## src/hdl/uifm_map.svh

```systemverilog
// Purpose: offsets, fields, reset values and counts of the channel block
// Assumes: byte addresses on a 32-bit AXI4-Lite bus
// Notes:   one aligned word per register
// How it works
// Highest enabled pending source gives the code in ident bits 3..0.
// FIFO mode: four idle character times with data raises timeout.
// Ident read reporting transmit-empty, or holding write, clears it.
// Ident bits 7:6 read ones in FIFO mode, else zeros.
// Disabled sources neither show in ident nor drive the interrupt.
// Enable bits: 0 receive/timeout, 1 transmit, 2 line, 3 modem.
// Enable register bits 7:4 always read zero.
// Scratch register holds any written byte, controls nothing.
// FIFO control is write-only at the ident address.
// FIFO control bit 0 enables both FIFOs; switching keeps data.
// Other FIFO control bits are ignored when bit 0 is written zero.
// FIFO control bit 1 flushes receive counters, then self-clears.
// FIFO control bit 2 flushes transmit counters, then self-clears.
// FIFO control bit 3 selects DMA request mode 1 in FIFO mode.
// FIFO control bits 7:6 pick trigger 1, 4, 8 or 14 bytes.
// Modem control bit 0 drives terminal-ready low when set.
// Modem control bit 1 drives request-to-send low when set.
// Modem control bit 2 drives internal auxiliary output one.
// Modem control bit 3 drives auxiliary two and gates interrupt pin.
// Loopback: serial out high, inputs cut, modem outputs high; auxiliary outputs one and two still follow bits 2 and 3.
// Loopback modem lines come from modem control bits 3..0.
// Modem control bits 7:5 always read zero.
// Ident bit 0 low when pending; read freezes reported source.
// Enable, FIFO control and modem control reset to zero.
`ifndef UIFM_MAP_SVH
`define UIFM_MAP_SVH
`define UIFM_OFS_IER     8'h04
`define UIFM_OFS_IIR     8'h08
`define UIFM_OFS_MCR     8'h10
`define UIFM_OFS_SCR     8'h1C
`define UIFM_IER_RDA     0
`define UIFM_IER_THR     1
`define UIFM_IER_LSR     2
`define UIFM_IER_MSR     3
`define UIFM_FCR_EN      0
`define UIFM_FCR_RXFL    1
`define UIFM_FCR_TXFL    2
`define UIFM_FCR_DMA     3
`define UIFM_MCR_DTR     0
`define UIFM_MCR_RTS     1
`define UIFM_MCR_AUX1    2
`define UIFM_MCR_AUX2    3
`define UIFM_MCR_LOOP    4
`define UIFM_RST_IER     4'h0
`define UIFM_RST_MCR     5'h00
`define UIFM_TMO_CHARS   3'd4
`define UIFM_TRIG_1      5'd1
`define UIFM_TRIG_4      5'd4
`define UIFM_TRIG_8      5'd8
`define UIFM_TRIG_14     5'd14
`define UIFM_RESP_OKAY   2'b00
`define UIFM_RESP_SLVERR 2'b10
`endif

```

## src/hdl/uifm_pkg.sv

```systemverilog
// Purpose: shared types of the channel control block
// Assumes: nothing beyond SystemVerilog packages
// Notes:   source order is the priority order
package uifm_pkg;
   typedef enum logic [2:0] {
      SRC_NONE, SRC_LSR, SRC_RDA, SRC_TMO, SRC_THR, SRC_MSR
   } uifm_src_t;
endpackage

```

## src/hdl/uifm_ctrl.sv

```systemverilog
// Purpose: interrupt, FIFO control, scratch and modem control of a channel
// Assumes: status inputs synchronous to aclk; char_tick one pulse per char
// Notes:   registers on AXI4-Lite, unmapped reads and writes get SLVERR
//
// Design decisions made here: the placing of the registers and the AXI4-Lite slave port.
`timescale 1ns/1ps
`default_nettype none
`include "uifm_map.svh"
module uifm_ctrl #(
   parameter int ADDR_W  = 8,
   parameter int CNT_W   = 5
) (
   // Clock and reset
   input  wire logic               aclk,
   input  wire logic               aresetn,
   // AXI4-Lite slave
   input  wire logic [ADDR_W-1:0]  s_axi_awaddr,
   input  wire logic               s_axi_awvalid,
   output logic                    s_axi_awready,
   input  wire logic [31:0]        s_axi_wdata,
   input  wire logic [3:0]         s_axi_wstrb,
   input  wire logic               s_axi_wvalid,
   output logic                    s_axi_wready,
   output logic [1:0]              s_axi_bresp,
   output logic                    s_axi_bvalid,
   input  wire logic               s_axi_bready,
   input  wire logic [ADDR_W-1:0]  s_axi_araddr,
   input  wire logic               s_axi_arvalid,
   output logic                    s_axi_arready,
   output logic [31:0]             s_axi_rdata,
   output logic [1:0]              s_axi_rresp,
   output logic                    s_axi_rvalid,
   input  wire logic               s_axi_rready,
   // Status from the rest of the channel
   input  wire logic               line_status_pend,
   input  wire logic               modem_status_pend,
   input  wire logic               thr_empty,
   input  wire logic               thr_write,
   input  wire logic               tx_fifo_full,
   input  wire logic [CNT_W-1:0]   rx_fifo_count,
   input  wire logic               rx_push,
   input  wire logic               rx_pop,
   input  wire logic               char_tick,
   // Serial and modem lines
   input  wire logic               serial_in_pin,
   input  wire logic               tx_shift_out,
   input  wire logic               cts_n,
   input  wire logic               dsr_n,
   input  wire logic               ri_n,
   input  wire logic               rlsd_n,
   output logic                    serial_out_pin,
   output logic                    rx_shift_in,
   output logic [3:0]              modem_lines,
   output logic                    dtr_n,
   output logic                    rts_n,
   output logic                    aux_output_one,
   output logic                    aux_output_two,
   // FIFO control and requests
   output logic                    fifo_enable,
   output logic                    receive_flush,
   output logic                    transmit_flush,
   output logic                    receive_dma_request,
   output logic                    transmit_dma_request,
   output logic                    channel_interrupt_pin
);
   import uifm_pkg::*;

   logic [3:0]         ier_reg;
   logic [4:0]         mcr_reg;
   logic [7:0]         scr_reg;
   logic               fen_reg;
   logic               dma_reg;
   logic [1:0]         trig_reg;
   logic [2:0]         tmo_cnt_reg;
   logic               tmo_reg;
   logic               thre_reg;
   logic               thr_empty_q;
   logic               frz_reg;
   uifm_src_t          frz_src_reg;
   logic               aw_got_reg;
   logic               w_got_reg;
   logic [ADDR_W-1:0]  aw_addr_reg;
   logic [31:0]        w_data_reg;
   logic [3:0]         w_strb_reg;
   logic [5:0]         pend;
   logic               rda_level;
   logic [CNT_W-1:0]   trig_bytes;
   uifm_src_t          cur_src;
   uifm_src_t          rep_src;
   logic               wr_do;
   logic               rd_do;
   logic               iir_rd;

   // Index of pend follows the source enum
   function automatic uifm_src_t pick(input logic [5:0] p);
      if (p[SRC_LSR])      return SRC_LSR;
      else if (p[SRC_RDA]) return SRC_RDA;
      else if (p[SRC_TMO]) return SRC_TMO;
      else if (p[SRC_THR]) return SRC_THR;
      else if (p[SRC_MSR]) return SRC_MSR;
      else                 return SRC_NONE;
   endfunction

   function automatic logic [3:0] code(input uifm_src_t s);
      case (s)
         SRC_LSR: code = 4'h6;
         SRC_RDA: code = 4'h4;
         SRC_TMO: code = 4'hC;
         SRC_THR: code = 4'h2;
         SRC_MSR: code = 4'h0;
         default: code = 4'h1;
      endcase
   endfunction

   function automatic logic mapped(input logic [ADDR_W-1:0] a);
      mapped = (a == `UIFM_OFS_IER) || (a == `UIFM_OFS_IIR) ||
               (a == `UIFM_OFS_MCR) || (a == `UIFM_OFS_SCR);
   endfunction

   // Trigger depth from bits 7:6
   always_comb begin
      case (trig_reg)
         2'b00:   trig_bytes = `UIFM_TRIG_1;
         2'b01:   trig_bytes = `UIFM_TRIG_4;
         2'b10:   trig_bytes = `UIFM_TRIG_8;
         default: trig_bytes = `UIFM_TRIG_14;
      endcase
   end

   // Character mode reports one byte as data available
   assign rda_level = fen_reg ? (rx_fifo_count >= trig_bytes)
                              : (rx_fifo_count != '0);

   // Enabled sources only
   always_comb begin
      pend = '0;
      pend[SRC_LSR] = ier_reg[`UIFM_IER_LSR] & line_status_pend;
      pend[SRC_RDA] = ier_reg[`UIFM_IER_RDA] & rda_level;
      // Timeout exists only in FIFO mode, even if the flag lingers
      pend[SRC_TMO] = ier_reg[`UIFM_IER_RDA] & tmo_reg & fen_reg;
      pend[SRC_THR] = ier_reg[`UIFM_IER_THR] & thre_reg;
      pend[SRC_MSR] = ier_reg[`UIFM_IER_MSR] & modem_status_pend;
   end

   assign cur_src = pick(pend);
   assign rep_src = frz_reg ? frz_src_reg : cur_src;

   // AXI handshakes
   assign wr_do  = aw_got_reg && w_got_reg && !s_axi_bvalid;
   assign rd_do  = s_axi_arvalid && s_axi_arready;
   assign iir_rd = rd_do && (s_axi_araddr == `UIFM_OFS_IIR);

   always_ff @(posedge aclk) begin
      if (!aresetn) begin
         aw_got_reg    <= 1'b0;
         aw_addr_reg   <= '0;
         s_axi_awready <= 1'b0;
      end else begin
         s_axi_awready <= !aw_got_reg && !(s_axi_awvalid && s_axi_awready);
         if (s_axi_awvalid && s_axi_awready) begin
            aw_got_reg  <= 1'b1;
            aw_addr_reg <= s_axi_awaddr;
         end else if (wr_do) begin
            aw_got_reg  <= 1'b0;
         end
      end
   end

   always_ff @(posedge aclk) begin
      if (!aresetn) begin
         w_got_reg    <= 1'b0;
         w_data_reg   <= '0;
         w_strb_reg   <= '0;
         s_axi_wready <= 1'b0;
      end else begin
         s_axi_wready <= !w_got_reg && !(s_axi_wvalid && s_axi_wready);
         if (s_axi_wvalid && s_axi_wready) begin
            w_got_reg  <= 1'b1;
            w_data_reg <= s_axi_wdata;
            w_strb_reg <= s_axi_wstrb;
         end else if (wr_do) begin
            w_got_reg  <= 1'b0;
         end
      end
   end

   always_ff @(posedge aclk) begin
      if (!aresetn) begin
         s_axi_bvalid <= 1'b0;
         s_axi_bresp  <= `UIFM_RESP_OKAY;
      end else if (wr_do) begin
         s_axi_bvalid <= 1'b1;
         s_axi_bresp  <= mapped(aw_addr_reg) ? `UIFM_RESP_OKAY
                                             : `UIFM_RESP_SLVERR;
      end else if (s_axi_bready) begin
         s_axi_bvalid <= 1'b0;
      end
   end

   // Register writes; only byte lane 0 carries data
   always_ff @(posedge aclk) begin
      if (!aresetn) begin
         ier_reg        <= `UIFM_RST_IER;
         mcr_reg        <= `UIFM_RST_MCR;
         scr_reg        <= '0;
         fen_reg        <= 1'b0;
         dma_reg        <= 1'b0;
         trig_reg       <= 2'b00;
         receive_flush  <= 1'b0;
         transmit_flush <= 1'b0;
      end else begin
         receive_flush  <= 1'b0;
         transmit_flush <= 1'b0;
         if (wr_do && w_strb_reg[0]) begin
            case (aw_addr_reg)
               `UIFM_OFS_IER: ier_reg <= w_data_reg[3:0];
               `UIFM_OFS_MCR: mcr_reg <= w_data_reg[4:0];
               `UIFM_OFS_SCR: scr_reg <= w_data_reg[7:0];
               `UIFM_OFS_IIR: begin
                  // FIFO data is never touched by the mode switch
                  fen_reg <= w_data_reg[`UIFM_FCR_EN];
                  if (w_data_reg[`UIFM_FCR_EN]) begin
                     receive_flush  <= w_data_reg[`UIFM_FCR_RXFL];
                     transmit_flush <= w_data_reg[`UIFM_FCR_TXFL];
                     dma_reg        <= w_data_reg[`UIFM_FCR_DMA];
                     trig_reg       <= w_data_reg[7:6];
                  end
               end
               default: ;
            endcase
         end
      end
   end

   // Reads; ident shares its address with the write-only FIFO control
   always_ff @(posedge aclk) begin
      if (!aresetn) begin
         s_axi_arready <= 1'b0;
         s_axi_rvalid  <= 1'b0;
         s_axi_rdata   <= '0;
         s_axi_rresp   <= `UIFM_RESP_OKAY;
      end else begin
         s_axi_arready <= !s_axi_rvalid && !rd_do;
         if (rd_do) begin
            s_axi_rvalid <= 1'b1;
            s_axi_rresp  <= `UIFM_RESP_OKAY;
            s_axi_rdata  <= '0;
            case (s_axi_araddr)
               `UIFM_OFS_IER: s_axi_rdata[3:0] <= ier_reg;
               `UIFM_OFS_MCR: s_axi_rdata[4:0] <= mcr_reg;
               `UIFM_OFS_SCR: s_axi_rdata[7:0] <= scr_reg;
               `UIFM_OFS_IIR: begin
                  s_axi_rdata[7:6] <= {2{fen_reg}};
                  s_axi_rdata[3:0] <= code(rep_src);
               end
               default: s_axi_rresp <= `UIFM_RESP_SLVERR;
            endcase
         end else if (s_axi_rready) begin
            s_axi_rvalid <= 1'b0;
         end
      end
   end

   // Freeze holds the reported source until its cause is gone
   always_ff @(posedge aclk) begin
      if (!aresetn) begin
         frz_reg     <= 1'b0;
         frz_src_reg <= SRC_NONE;
      end else if (frz_reg && !pend[frz_src_reg]) begin
         frz_reg     <= 1'b0;
      end else if (iir_rd && !frz_reg && cur_src != SRC_NONE) begin
         frz_reg     <= 1'b1;
         frz_src_reg <= cur_src;
      end
   end

   // Timeout counts char ticks while data sits idle
   always_ff @(posedge aclk) begin
      if (!aresetn) begin
         tmo_cnt_reg <= '0;
         tmo_reg     <= 1'b0;
      end else if (rx_pop) begin
         tmo_cnt_reg <= '0;
         tmo_reg     <= 1'b0;
      end else if (!fen_reg || rx_push || rx_fifo_count == '0) begin
         tmo_cnt_reg <= '0;
      end else if (char_tick && tmo_cnt_reg != `UIFM_TMO_CHARS) begin
         tmo_cnt_reg <= tmo_cnt_reg + 3'd1;
         if (tmo_cnt_reg == `UIFM_TMO_CHARS - 3'd1) begin
            tmo_reg <= 1'b1;
         end
      end
   end

   // Empty edge sets; a set in the clearing cycle wins
   always_ff @(posedge aclk) begin
      if (!aresetn) begin
         thr_empty_q <= 1'b0;
         thre_reg    <= 1'b0;
      end else begin
         thr_empty_q <= thr_empty;
         if (thr_empty && !thr_empty_q) begin
            thre_reg <= 1'b1;
         end else if (thr_write || (iir_rd && rep_src == SRC_THR)) begin
            thre_reg <= 1'b0;
         end
      end
   end

   // Pins and requests, all registered
   always_ff @(posedge aclk) begin
      if (!aresetn) begin
         serial_out_pin        <= 1'b1;
         rx_shift_in           <= 1'b1;
         modem_lines           <= '0;
         dtr_n                 <= 1'b1;
         rts_n                 <= 1'b1;
         aux_output_one        <= 1'b0;
         aux_output_two        <= 1'b0;
         fifo_enable           <= 1'b0;
         receive_dma_request   <= 1'b0;
         transmit_dma_request  <= 1'b0;
         channel_interrupt_pin <= 1'b0;
      end else begin
         aux_output_one <= mcr_reg[`UIFM_MCR_AUX1];
         aux_output_two <= mcr_reg[`UIFM_MCR_AUX2];
         fifo_enable    <= fen_reg;
         if (mcr_reg[`UIFM_MCR_LOOP]) begin
            serial_out_pin <= 1'b1;
            rx_shift_in    <= tx_shift_out;
            dtr_n          <= 1'b1;
            rts_n          <= 1'b1;
            // Order: rlsd, ri, dsr, cts
            modem_lines    <= {mcr_reg[`UIFM_MCR_AUX2],
                               mcr_reg[`UIFM_MCR_AUX1],
                               mcr_reg[`UIFM_MCR_DTR],
                               mcr_reg[`UIFM_MCR_RTS]};
         end else begin
            serial_out_pin <= tx_shift_out;
            rx_shift_in    <= serial_in_pin;
            dtr_n          <= !mcr_reg[`UIFM_MCR_DTR];
            rts_n          <= !mcr_reg[`UIFM_MCR_RTS];
            modem_lines    <= ~{rlsd_n, ri_n, dsr_n, cts_n};
         end
         // Mode 1 needs FIFO mode; it batches transfers
         if (fen_reg && dma_reg) begin
            receive_dma_request  <= rda_level || tmo_reg;
            transmit_dma_request <= !tx_fifo_full;
         end else begin
            receive_dma_request  <= rx_fifo_count != '0;
            transmit_dma_request <= thr_empty;
         end
         channel_interrupt_pin <= (pend != '0) &&
                                  mcr_reg[`UIFM_MCR_AUX2];
      end
   end
endmodule
`default_nettype wire

```

## config.mk

```make
export PLATFORM = sky130hd
export DESIGN_NAME = uifm_ctrl
export DESIGN_NICKNAME = d
export VERILOG_FILES = /design/src/hdl/uifm_pkg.sv /design/src/hdl/uifm_ctrl.sv
export VERILOG_INCLUDE_DIRS = /design/src /design/src/hdl
export SDC_FILE = /design/constraint.sdc
export NUM_CORES = 1
export LEC_CHECK = 0
export ABC_CLOCK_PERIOD_IN_PS = 2200
export BUFFER_PORTS_ARGS = -buffer_cell sky130_fd_sc_hd__buf_2
export CORE_MARGIN = 2
export CORE_UTILIZATION = 45
export DETAILED_ROUTE_END_ITERATION = 8
export HOLD_SLACK_MARGIN = 0.05
export PLACE_DENSITY_LB_ADDON = 0.25
export SETUP_SLACK_MARGIN = 0.1
export SLEW_MARGIN = 10
export SYNTH_ARGS = -nofsm -noshare
export SYNTH_HDL_FRONTEND = slang
export SYNTH_SLANG_ARGS = --single-unit
```

## constraint.sdc

```tcl
create_clock -name aclk -period 2.2 [get_ports aclk]
set_clock_uncertainty 0.2 [all_clocks]
set_input_delay 0.22 -clock aclk [delete_from_list [all_inputs] [get_ports aclk]]
set_output_delay 0.22 -clock aclk [all_outputs]
set_load 0.1 [all_outputs]
```

==> flow_summary.toml, run 1 <==
[status]
outcome = "complete, but fails checks"
violations = "negative setup slack"

[drt]
drc_errors = 0
vias = 3235
drt-vias-per-instance = 4.89
first_pass_iters = 5
drt-initial-drc-count = 124
wl_per_cell_um = 12.9
postRouteAntennaNets = 0
drt_wl_total_um = 8500

[cts]
clockBufferDepth = 2
cts_tree = "yes"
cts.sinks = 81
clk_pin_slew_worst_paths_ps = 90
htree_levels = 3
cts_root_buffer = "clkbuf_8"
cts_buffers = 9
insertion_delay_ps = 350

[floorplan]
die_y_um = 95.2
pin_count = 135
initial_core_util = 0.460
core_um2 = 8130
rows = 33
fp.dieW_um = 95.2
dieArea_um2 = 9060

[logic_synthesis]
synthCells = 430
ys_ff_latch = 81
yosys.cell_types.count = 61
synth.most_common_cell = "dfxtp_1"
ys_top_cells_by_count = "dfxtp_1, nand2_1, nor2_1"
netlist.area_leader.share = 0.433
synth_ff_type = "dfxtp_1"
yosys.area.top_type = "dfxtp_1"
netlist_area_um2 = 3740
async_flop_share = 0
ys_warn_count = 0
synth_edf_count = 0
synth_seq_area_share = 0.433
synth_area_leaders = "dfxtp_1, nand2_1, a21oi_1, buf_4, mux2i_1"
syn_area_per_cell_um2 = 8.71

[timing]
timing.hold.ws_ps = 122
rsz0062_at_grt = "yes"
finalSetupViolations = 2
max_freq_mhz = 452
tightestPinTransition_ps = 564
slew-limit-headroom = 0.621
slew_viol_final = 0
fin_tns_setup_ps = -13.9
fin_ws_ps = -11.9
fin_crit_sh = 1.01
report.final.hold_viol_count = 0
period_minus_slack_ps = 2210

[critical_path]
path_buf_inv = 0
end_kind = "flip-flop"
crit_type = "reg -> reg"
critPathLaunchType = "flip-flop"
crit_arrival_ps = 2270
slowest_delay_ps = 370
cp.required_ps = 2250
rrSetupSlack_ps = -10
crit-reg2reg-launch = "trig_reg[1]"
crit_slowest_cell = "dfxtp_4"
r2r-end = "s_axi_rdata[1]"
path_cells = "nor2_4 > ha_4 > nand2b_4 > a211oi_2 > o211a_4 > o211ai_4 > o31ai_4 > xnor2_1 > o32ai_1"
r2r_cells = 9
path_max_fanout = 4
crit_family = "compound AO/OA/AOI/OAI gates"

[cells_and_area]
seq_area_um2 = 1630
multiInputGateArea_um2 = 2000
nets = 636
antenna-diode-count = 0
fillers = 722
syn2layout_area_growth_pct = 29.0
drive_above_1_share = 0.263
stdcell_count = 661

[pwr]
ir_worst_vdd_mv = 0.506
power.total_uw = 3120
pwr_density_cell_nw_per_um2 = 645
p_leak_uw = 0.00210

[global_route]
grt_pass1_vias = 3049
grt_max_degree = 50
gr-total-overflow = 0
antenna_found_initial = 0
grt_pass1_wl_um = 13700
grt_usage = 0.193

[min_path]
holdCritStartpoint = "line_status_pend"
hp-class = "in -> reg"
hold_depth = 4
hold_end = "frz_src_reg[1]"

[place]
port_buffers = 81
place_ws_ps = -19.9
place.gp.congestion = 0.870
dpl.cell_count = 609
place_hpwl_um = 6130

[flow_run]
drv_cap = 0
through the flow:
stage          area [um2]   util
6_report             4830  0.594
5_1_grt              4830  0.594
4_1_cts              4740  0.583
3_5_place_dp         4210  0.518
3_3_place_gp         4210  0.518
2_1_floorplan        3850      -
worst register-to-register path, stage by stage (launching register included):
cell	delay, ps
dfxtp_4	370
nor2_4	120
ha_4	200
nand2b_4	130
a211oi_2	200
o211a_4	230
o211ai_4	110
o31ai_4	220
xnor2_1	110
o32ai_1	250
final cells by class:
type | instances | share of cell area
Timing Repair Buffer | 126 | 0.175
Clock inverter | 7 | 0.0111
Tap cell | 105 | 0.0272
Sequential cell | 81 | 0.337
Multi-Input combinational cell | 321 | 0.415
Clock buffer | 9 | 0.0256
Inverter | 12 | 0.00933
layout by cell type (no fill, tap or decap), drive strengths merged, types with 12 or more instances in the layout:
| cell | count |
|---|---|
| dfxtp | 81 |
| mux2i | 19 |
| conb | 26 |
| dlygate4sd3 | 34 |
| and2 | 12 |
| nand2 | 66 |
| o21ai | 15 |
| buf | 92 |
| a21oi | 44 |
| inv | 12 |
| nor2 | 52 |
how the worst max path moves through the flow:
| stage | from | to | depth (start not counted) |
|---|---|---|---|
| 6_report | trig_reg[1] | s_axi_rdata[1] | 9 |
| 3_3_place_gp | trig_reg[0] | s_axi_rdata[1] | 9 |
| 4_1_cts | trig_reg[1] | s_axi_rdata[1] | 9 |
| 2_1_floorplan | trig_reg[0] | s_axi_rdata[3] | 9 |
| 3_5_place_dp | trig_reg[0] | s_axi_rdata[2] | 9 |
| 5_1_grt | trig_reg[1] | s_axi_rdata[1] | 9 |
cell families after synthesis:
family,count (synthesis),share of synthesized area
AO/OA/AOI/OAI,91,0.167
XOR/XNOR,6,0.0140
adder cells (fa/ha/maj),7,0.0234
buffers and inverters,53,0.0799
flip-flops,81,0.433
multiplexers,19,0.0508
other,1,0.00100
AND/OR/NAND/NOR,172,0.231
routing by layer:
layer,vias up,share of wire,track usage
met2,82,0.49,0.330
met1,1476,0.45,0.245
li1,1670,-,-
met4,0,0.0095,0.0664
met5,-,0,0
met3,7,0.045,0.0308
where the power goes:
group | switching, uW | leakage (uW) | internal, uW
Combinational | 454 | 0.00135 | 140
Sequential | 31.3 | 0.000661 | 1500
Clock | 571 | 0.0000822 | 417
repair_timing:
item / CTS / global route
endpoints found under the hold margin: 33 / 0
resized for setup: 2 / 15
hold buffers: 34 / 0
buffers inserted: 1 / 1
pin swaps: 2 / 7
endpoints found under the setup margin: 8 / 19
Note: power is estimated with default switching activity, not from simulation.
==> run 2, diff against run 1 <==
--- a/config.mk
+++ b/config.mk
@@ -10,10 +10,12 @@
 export BUFFER_PORTS_ARGS = -buffer_cell sky130_fd_sc_hd__buf_2
 export CORE_MARGIN = 2
 export CORE_UTILIZATION = 45
+export CTS_CLUSTER_DIAMETER = 30
 export DETAILED_ROUTE_END_ITERATION = 8
 export HOLD_SLACK_MARGIN = 0.05
 export PLACE_DENSITY_LB_ADDON = 0.25
 export SETUP_SLACK_MARGIN = 0.1
+export SKIP_LAST_GASP = 1
 export SLEW_MARGIN = 10
 export SYNTH_ARGS = -nofsm -noshare
 export SYNTH_HDL_FRONTEND = slang
==> flow_summary.toml, run 2 (same netlist as run 1, synthesis figures left out) <==
[status]
outcome = "complete, but fails checks"
violations = "negative setup slack"

[global_route]
grt_usage = 0.193
grt_pass1_wl_um = 13700
grt_pass1_vias = 3049
antenna_found_initial = 0
gr-total-overflow = 0
grt_max_degree = 50

[drt]
drt_wl_total_um = 8510
postRouteAntennaNets = 0
drt-vias-per-instance = 4.90
wl_per_cell_um = 12.9
vias = 3236
first_pass_iters = 8
drc_errors = 0
drt-initial-drc-count = 103

[timing]
finalSetupViolations = 1
tightestPinTransition_ps = 564
slew-limit-headroom = 0.621
max_freq_mhz = 452
rsz0062_at_grt = "yes"
report.final.hold_viol_count = 0
period_minus_slack_ps = 2210
fin_crit_sh = 1.00
slew_viol_final = 0
fin_ws_ps = -10.4

[cells_and_area]
layout_common_cells = "buf_2, dfxtp_1, nand2_1"
fin_util = 0.593
drive_above_1_share = 0.259
nets = 636
syn2layout_area_growth_pct = 28.8
antenna-diode-count = 0
final_common_cell = "buf_2"
stdcell_count = 661
fillers = 723

[place]
port_buffers = 81
place.gp.congestion = 0.870
dpl.cell_count = 609
place_ws_ps = -19.9
place_hpwl_um = 6130

[cts]
clk_pin_slew_worst_paths_ps = 80
clockBufferDepth = 2
cts_tree = "yes"
htree_levels = 3
cts.sinks = 81
cts_root_buffer = "clkbuf_8"
cts_buffers = 9
insertion_delay_ps = 340

[critical_path]
end_kind = "flip-flop"
crit_type = "reg -> reg"
path_max_fanout = 4
critPathLaunchType = "flip-flop"
crit_arrival_ps = 2260
cp.required_ps = 2250

[flow_run]
drv_cap = 0

[floorplan]
dieArea_um2 = 9060
core_um2 = 8130
fp.dieW_um = 95.2
initial_core_util = 0.460
die_y_um = 95.2
pin_count = 135
rows = 33

[min_path]
hp-class = "in -> reg"

[pwr]
p_leak_uw = 0.00210
pwr_density_cell_nw_per_um2 = 646
ir_worst_vdd_mv = 0.506
## run 2: cell count changes in the layout (fill, tap and decap cells not counted)
cell and delta:
a311oi_1 +1, a311oi_2 -1, nand2_1 +1, nand2_2 -1
## run 2: final cells by class
| class | count | area [um2] | share of cell area |
|---|---|---|---|
| repair buffers | 126 | 845 | 0.175 |
| well taps | 105 | 131 | 0.0273 |
| flip-flops and latches | 81 | 1630 | 0.338 |
| inverters | 12 | 45.0 | 0.00934 |
| clock inverters | 7 | 53.8 | 0.0112 |
| clock buffers | 9 | 124 | 0.0257 |
| multi-input cells | 321 | 1990 | 0.413 |
## run 2: worst max-delay path, cell delays in order, from the launching register on
cell	delay, ps
dfxtp_4	370
nor2_4	120
ha_4	200
nand2b_4	130
a211oi_2	200
o211a_4	230
o211ai_4	110
o31ai_4	220
xnor2_1	110
o32ai_1	250
## run 2: through the flow
step	setup TNS, ps	power, uW	hold WS (ps)	cell area (um2)
global placement	0	2110	213	4210
floorplan	0	2040	119	3850
finish	-10.4	3120	108	4820
global route	-537	3250	128	4820
CTS	-35.3	3140	93.1	4740
detailed placement	-31.0	2110	224	4210
## run 2: path summary, 6_finish.rpt
path / cells past startpoint / slack, ps / endpoint / start
hold / removal: 4 / 110 / s_axi_rdata[2] / s_axi_araddr[4]
hold reg to reg: 1 / 230 / thre_reg / thr_empty_q
setup reg to reg: 9 / -10 / s_axi_rdata[1] / trig_reg[1]
setup / recovery: 9 / -10 / s_axi_rdata[1] / trig_reg[1]
## run 2: routing by layer
metal | part of all wire | track usage
met1 | 0.45 | 0.245
met2 | 0.49 | 0.330
met3 | 0.052 | 0.0308
met4 | 0.0095 | 0.0664
met5 | 0 | 0
## run 2: where the power goes
| group | total [uW] | switching, uW | leakage (uW) | internal (uW) |
|---|---|---|---|---|
| registers | 1530 | 31.0 | 0.000661 | 1500 |
| clock network | 989 | 571 | 0.0000822 | 417 |
| logic | 594 | 454 | 0.00135 | 140 |
| total | 3120 | 1060 | 0.00210 | 2060 |
## run 2: repair_timing
action | in CTS | in global routing
gates resized for setup | 2 | 13
hold buffers | 34 | 0
endpoints found under the setup margin | 8 | 19
buffers inserted | 1 | 1
hold endpoints to repair | 33 | 0
pin swaps | 2 | 5
==> run 3, diff against run 2 <==
--- a/config.mk
+++ b/config.mk
@@ -12,9 +12,9 @@
 export CORE_UTILIZATION = 45
 export CTS_CLUSTER_DIAMETER = 30
 export DETAILED_ROUTE_END_ITERATION = 8
+export GPL_ROUTABILITY_DRIVEN = 1
 export HOLD_SLACK_MARGIN = 0.05
 export PLACE_DENSITY_LB_ADDON = 0.25
-export SETUP_SLACK_MARGIN = 0.1
 export SKIP_LAST_GASP = 1
 export SLEW_MARGIN = 10
 export SYNTH_ARGS = -nofsm -noshare
==> flow_summary.toml, run 3 (same netlist as run 1, synthesis figures left out) <==
[timing]
max_freq_mhz = 441
period_minus_slack_ps = 2270
slew-limit-headroom = 0.638
slew_viol_final = 0
fin_crit_sh = 1.03
finalSetupViolations = 6
report.final.hold_viol_count = 0
tightestPinTransition_ps = 542
rsz0062_at_grt = "yes"
fin_ws_ps = -67.1

[drt]
wl_per_cell_um = 12.8
drt-vias-per-instance = 4.90
drt-initial-drc-count = 116
drt_wl_total_um = 8470
postRouteAntennaNets = 0
first_pass_iters = 4
vias = 3236
drc_errors = 0

[critical_path]
crit_arrival_ps = 2310
path_max_fanout = 4
cp.required_ps = 2250
critPathLaunchType = "flip-flop"
end_kind = "flip-flop"
crit_type = "reg -> reg"

[place]
place.gp.congestion = 0.932
place_hpwl_um = 6110
port_buffers = 81
place_ws_ps = -96.0

[cts]
cts_tree = "yes"
htree_levels = 3
cts_root_buffer = "clkbuf_8"
cts.sinks = 81
insertion_delay_ps = 360
clockBufferDepth = 2
cts_buffers = 9
clk_pin_slew_worst_paths_ps = 80

[floorplan]
pin_count = 135
dieArea_um2 = 9060
initial_core_util = 0.460
rows = 33
core_um2 = 8130
fp.dieW_um = 95.2
die_y_um = 95.2

[pwr]
pwr-share-comb = 0.186
p_leak_uw = 0.00204
power_frac_clock = 0.335
power.total_uw = 3200
pwr_density_cell_nw_per_um2 = 668
cell_internal_pwr_uw = 2170
seq_power_share = 0.479
netSwitchingPower_uw = 1040
p_sw_frac = 0.323
ir_worst_vdd_mv = 0.401

[global_route]
gr-total-overflow = 0
grt_usage = 0.194
antenna_found_initial = 0
grt_pass1_vias = 2963
grt_pass1_wl_um = 13600
grt_max_degree = 41

[cells_and_area]
fillers = 752
drive_above_1_share = 0.250
nets = 636
layout_common_cells = "buf_2, dfxtp_1, nand2_1"
antenna-diode-count = 0
syn2layout_area_growth_pct = 27.9
final_common_cell = "buf_2"

[status]
outcome = "complete, but fails checks"
violations = "negative setup slack"

[min_path]
hp-class = "in -> reg"

[flow_run]
drv_cap = 0
[run 3: final timing paths]
path	from	endpoint	slack, ps	cells past startpoint
hold / removal	aresetn	s_axi_rresp[1]	50	3
hold reg to reg	thr_empty_q	thre_reg	230	1
setup reg to reg	trig_reg[1]	s_axi_rdata[3]	-70	9
setup / recovery	trig_reg[1]	s_axi_rdata[3]	-70	9
[run 3: final cells by class]
type	instances	area, um2	share of cell area
clock inverter	6	68.8	0.0144
timing repair buffer	126	843	0.176
clock buffer	9	124	0.0259
sequential	81	1630	0.339
inverter	12	45.0	0.00940
tap	105	131	0.0274
multi-input combinational	321	1950	0.408
[run 3: repair_timing]
| item | 4_1_cts | 5_1_grt |
|---|---|---|
| endpoints found under the setup margin | 7 | 10 |
| buffers inserted | 0 | 1 |
| hold buffers | 35 | 0 |
| resized for setup | 6 | 4 |
| endpoints found under the hold margin | 32 | 0 |
| pin swaps | 6 | 4 |
| gates cloned | 0 | 0 |
[run 3: worst max-delay path, stage by stage, from the launching register on]
cell,delay [ps]
dfxtp_2,340
nor2_2,110
ha_1,230
nand2b_4,150
a211oi_4,210
o211a_4,240
o211ai_4,110
o31a_1,350
a41oi_2,150
o21ai_1,80
[run 3: power by group through the flow]
| stage | registers (uW) | logic, uW | clock network [uW] |
|---|---|---|---|
| 2_1_floorplan | 1700 | 347 | 0 |
| 3_3_place_gp | 1570 | 544 | 0 |
| 3_5_place_dp | 1570 | 547 | 0 |
| 4_1_cts | 1530 | 593 | 1100 |
| 5_1_grt | 1540 | 631 | 1160 |
| 6_report | 1530 | 595 | 1070 |
[run 3: routing by layer]
layer / part of all wire / track usage
met1: 0.45 / 0.240
met2: 0.49 / 0.318
met3: 0.044 / 0.0340
met4: 0.023 / 0.111
met5: 0 / 0
[run 3: through the flow]
| stage | hold slack [ps] | cells | cell area (um2) | util | TNS (ps) |
|---|---|---|---|---|---|
| finish | 51.3 | 660 | 4790 | 0.589 | -260 |
| global route | 81.5 | 660 | 4790 | 0.589 | -1170 |
| CTS | 53.0 | 659 | 4770 | 0.586 | -131 |
| detailed placement | 222 | 609 | 4200 | 0.517 | -407 |
| global placement | 213 | 609 | 4200 | 0.517 | -182 |
| floorplan | 119 | 455 | 3840 | - | 0 |
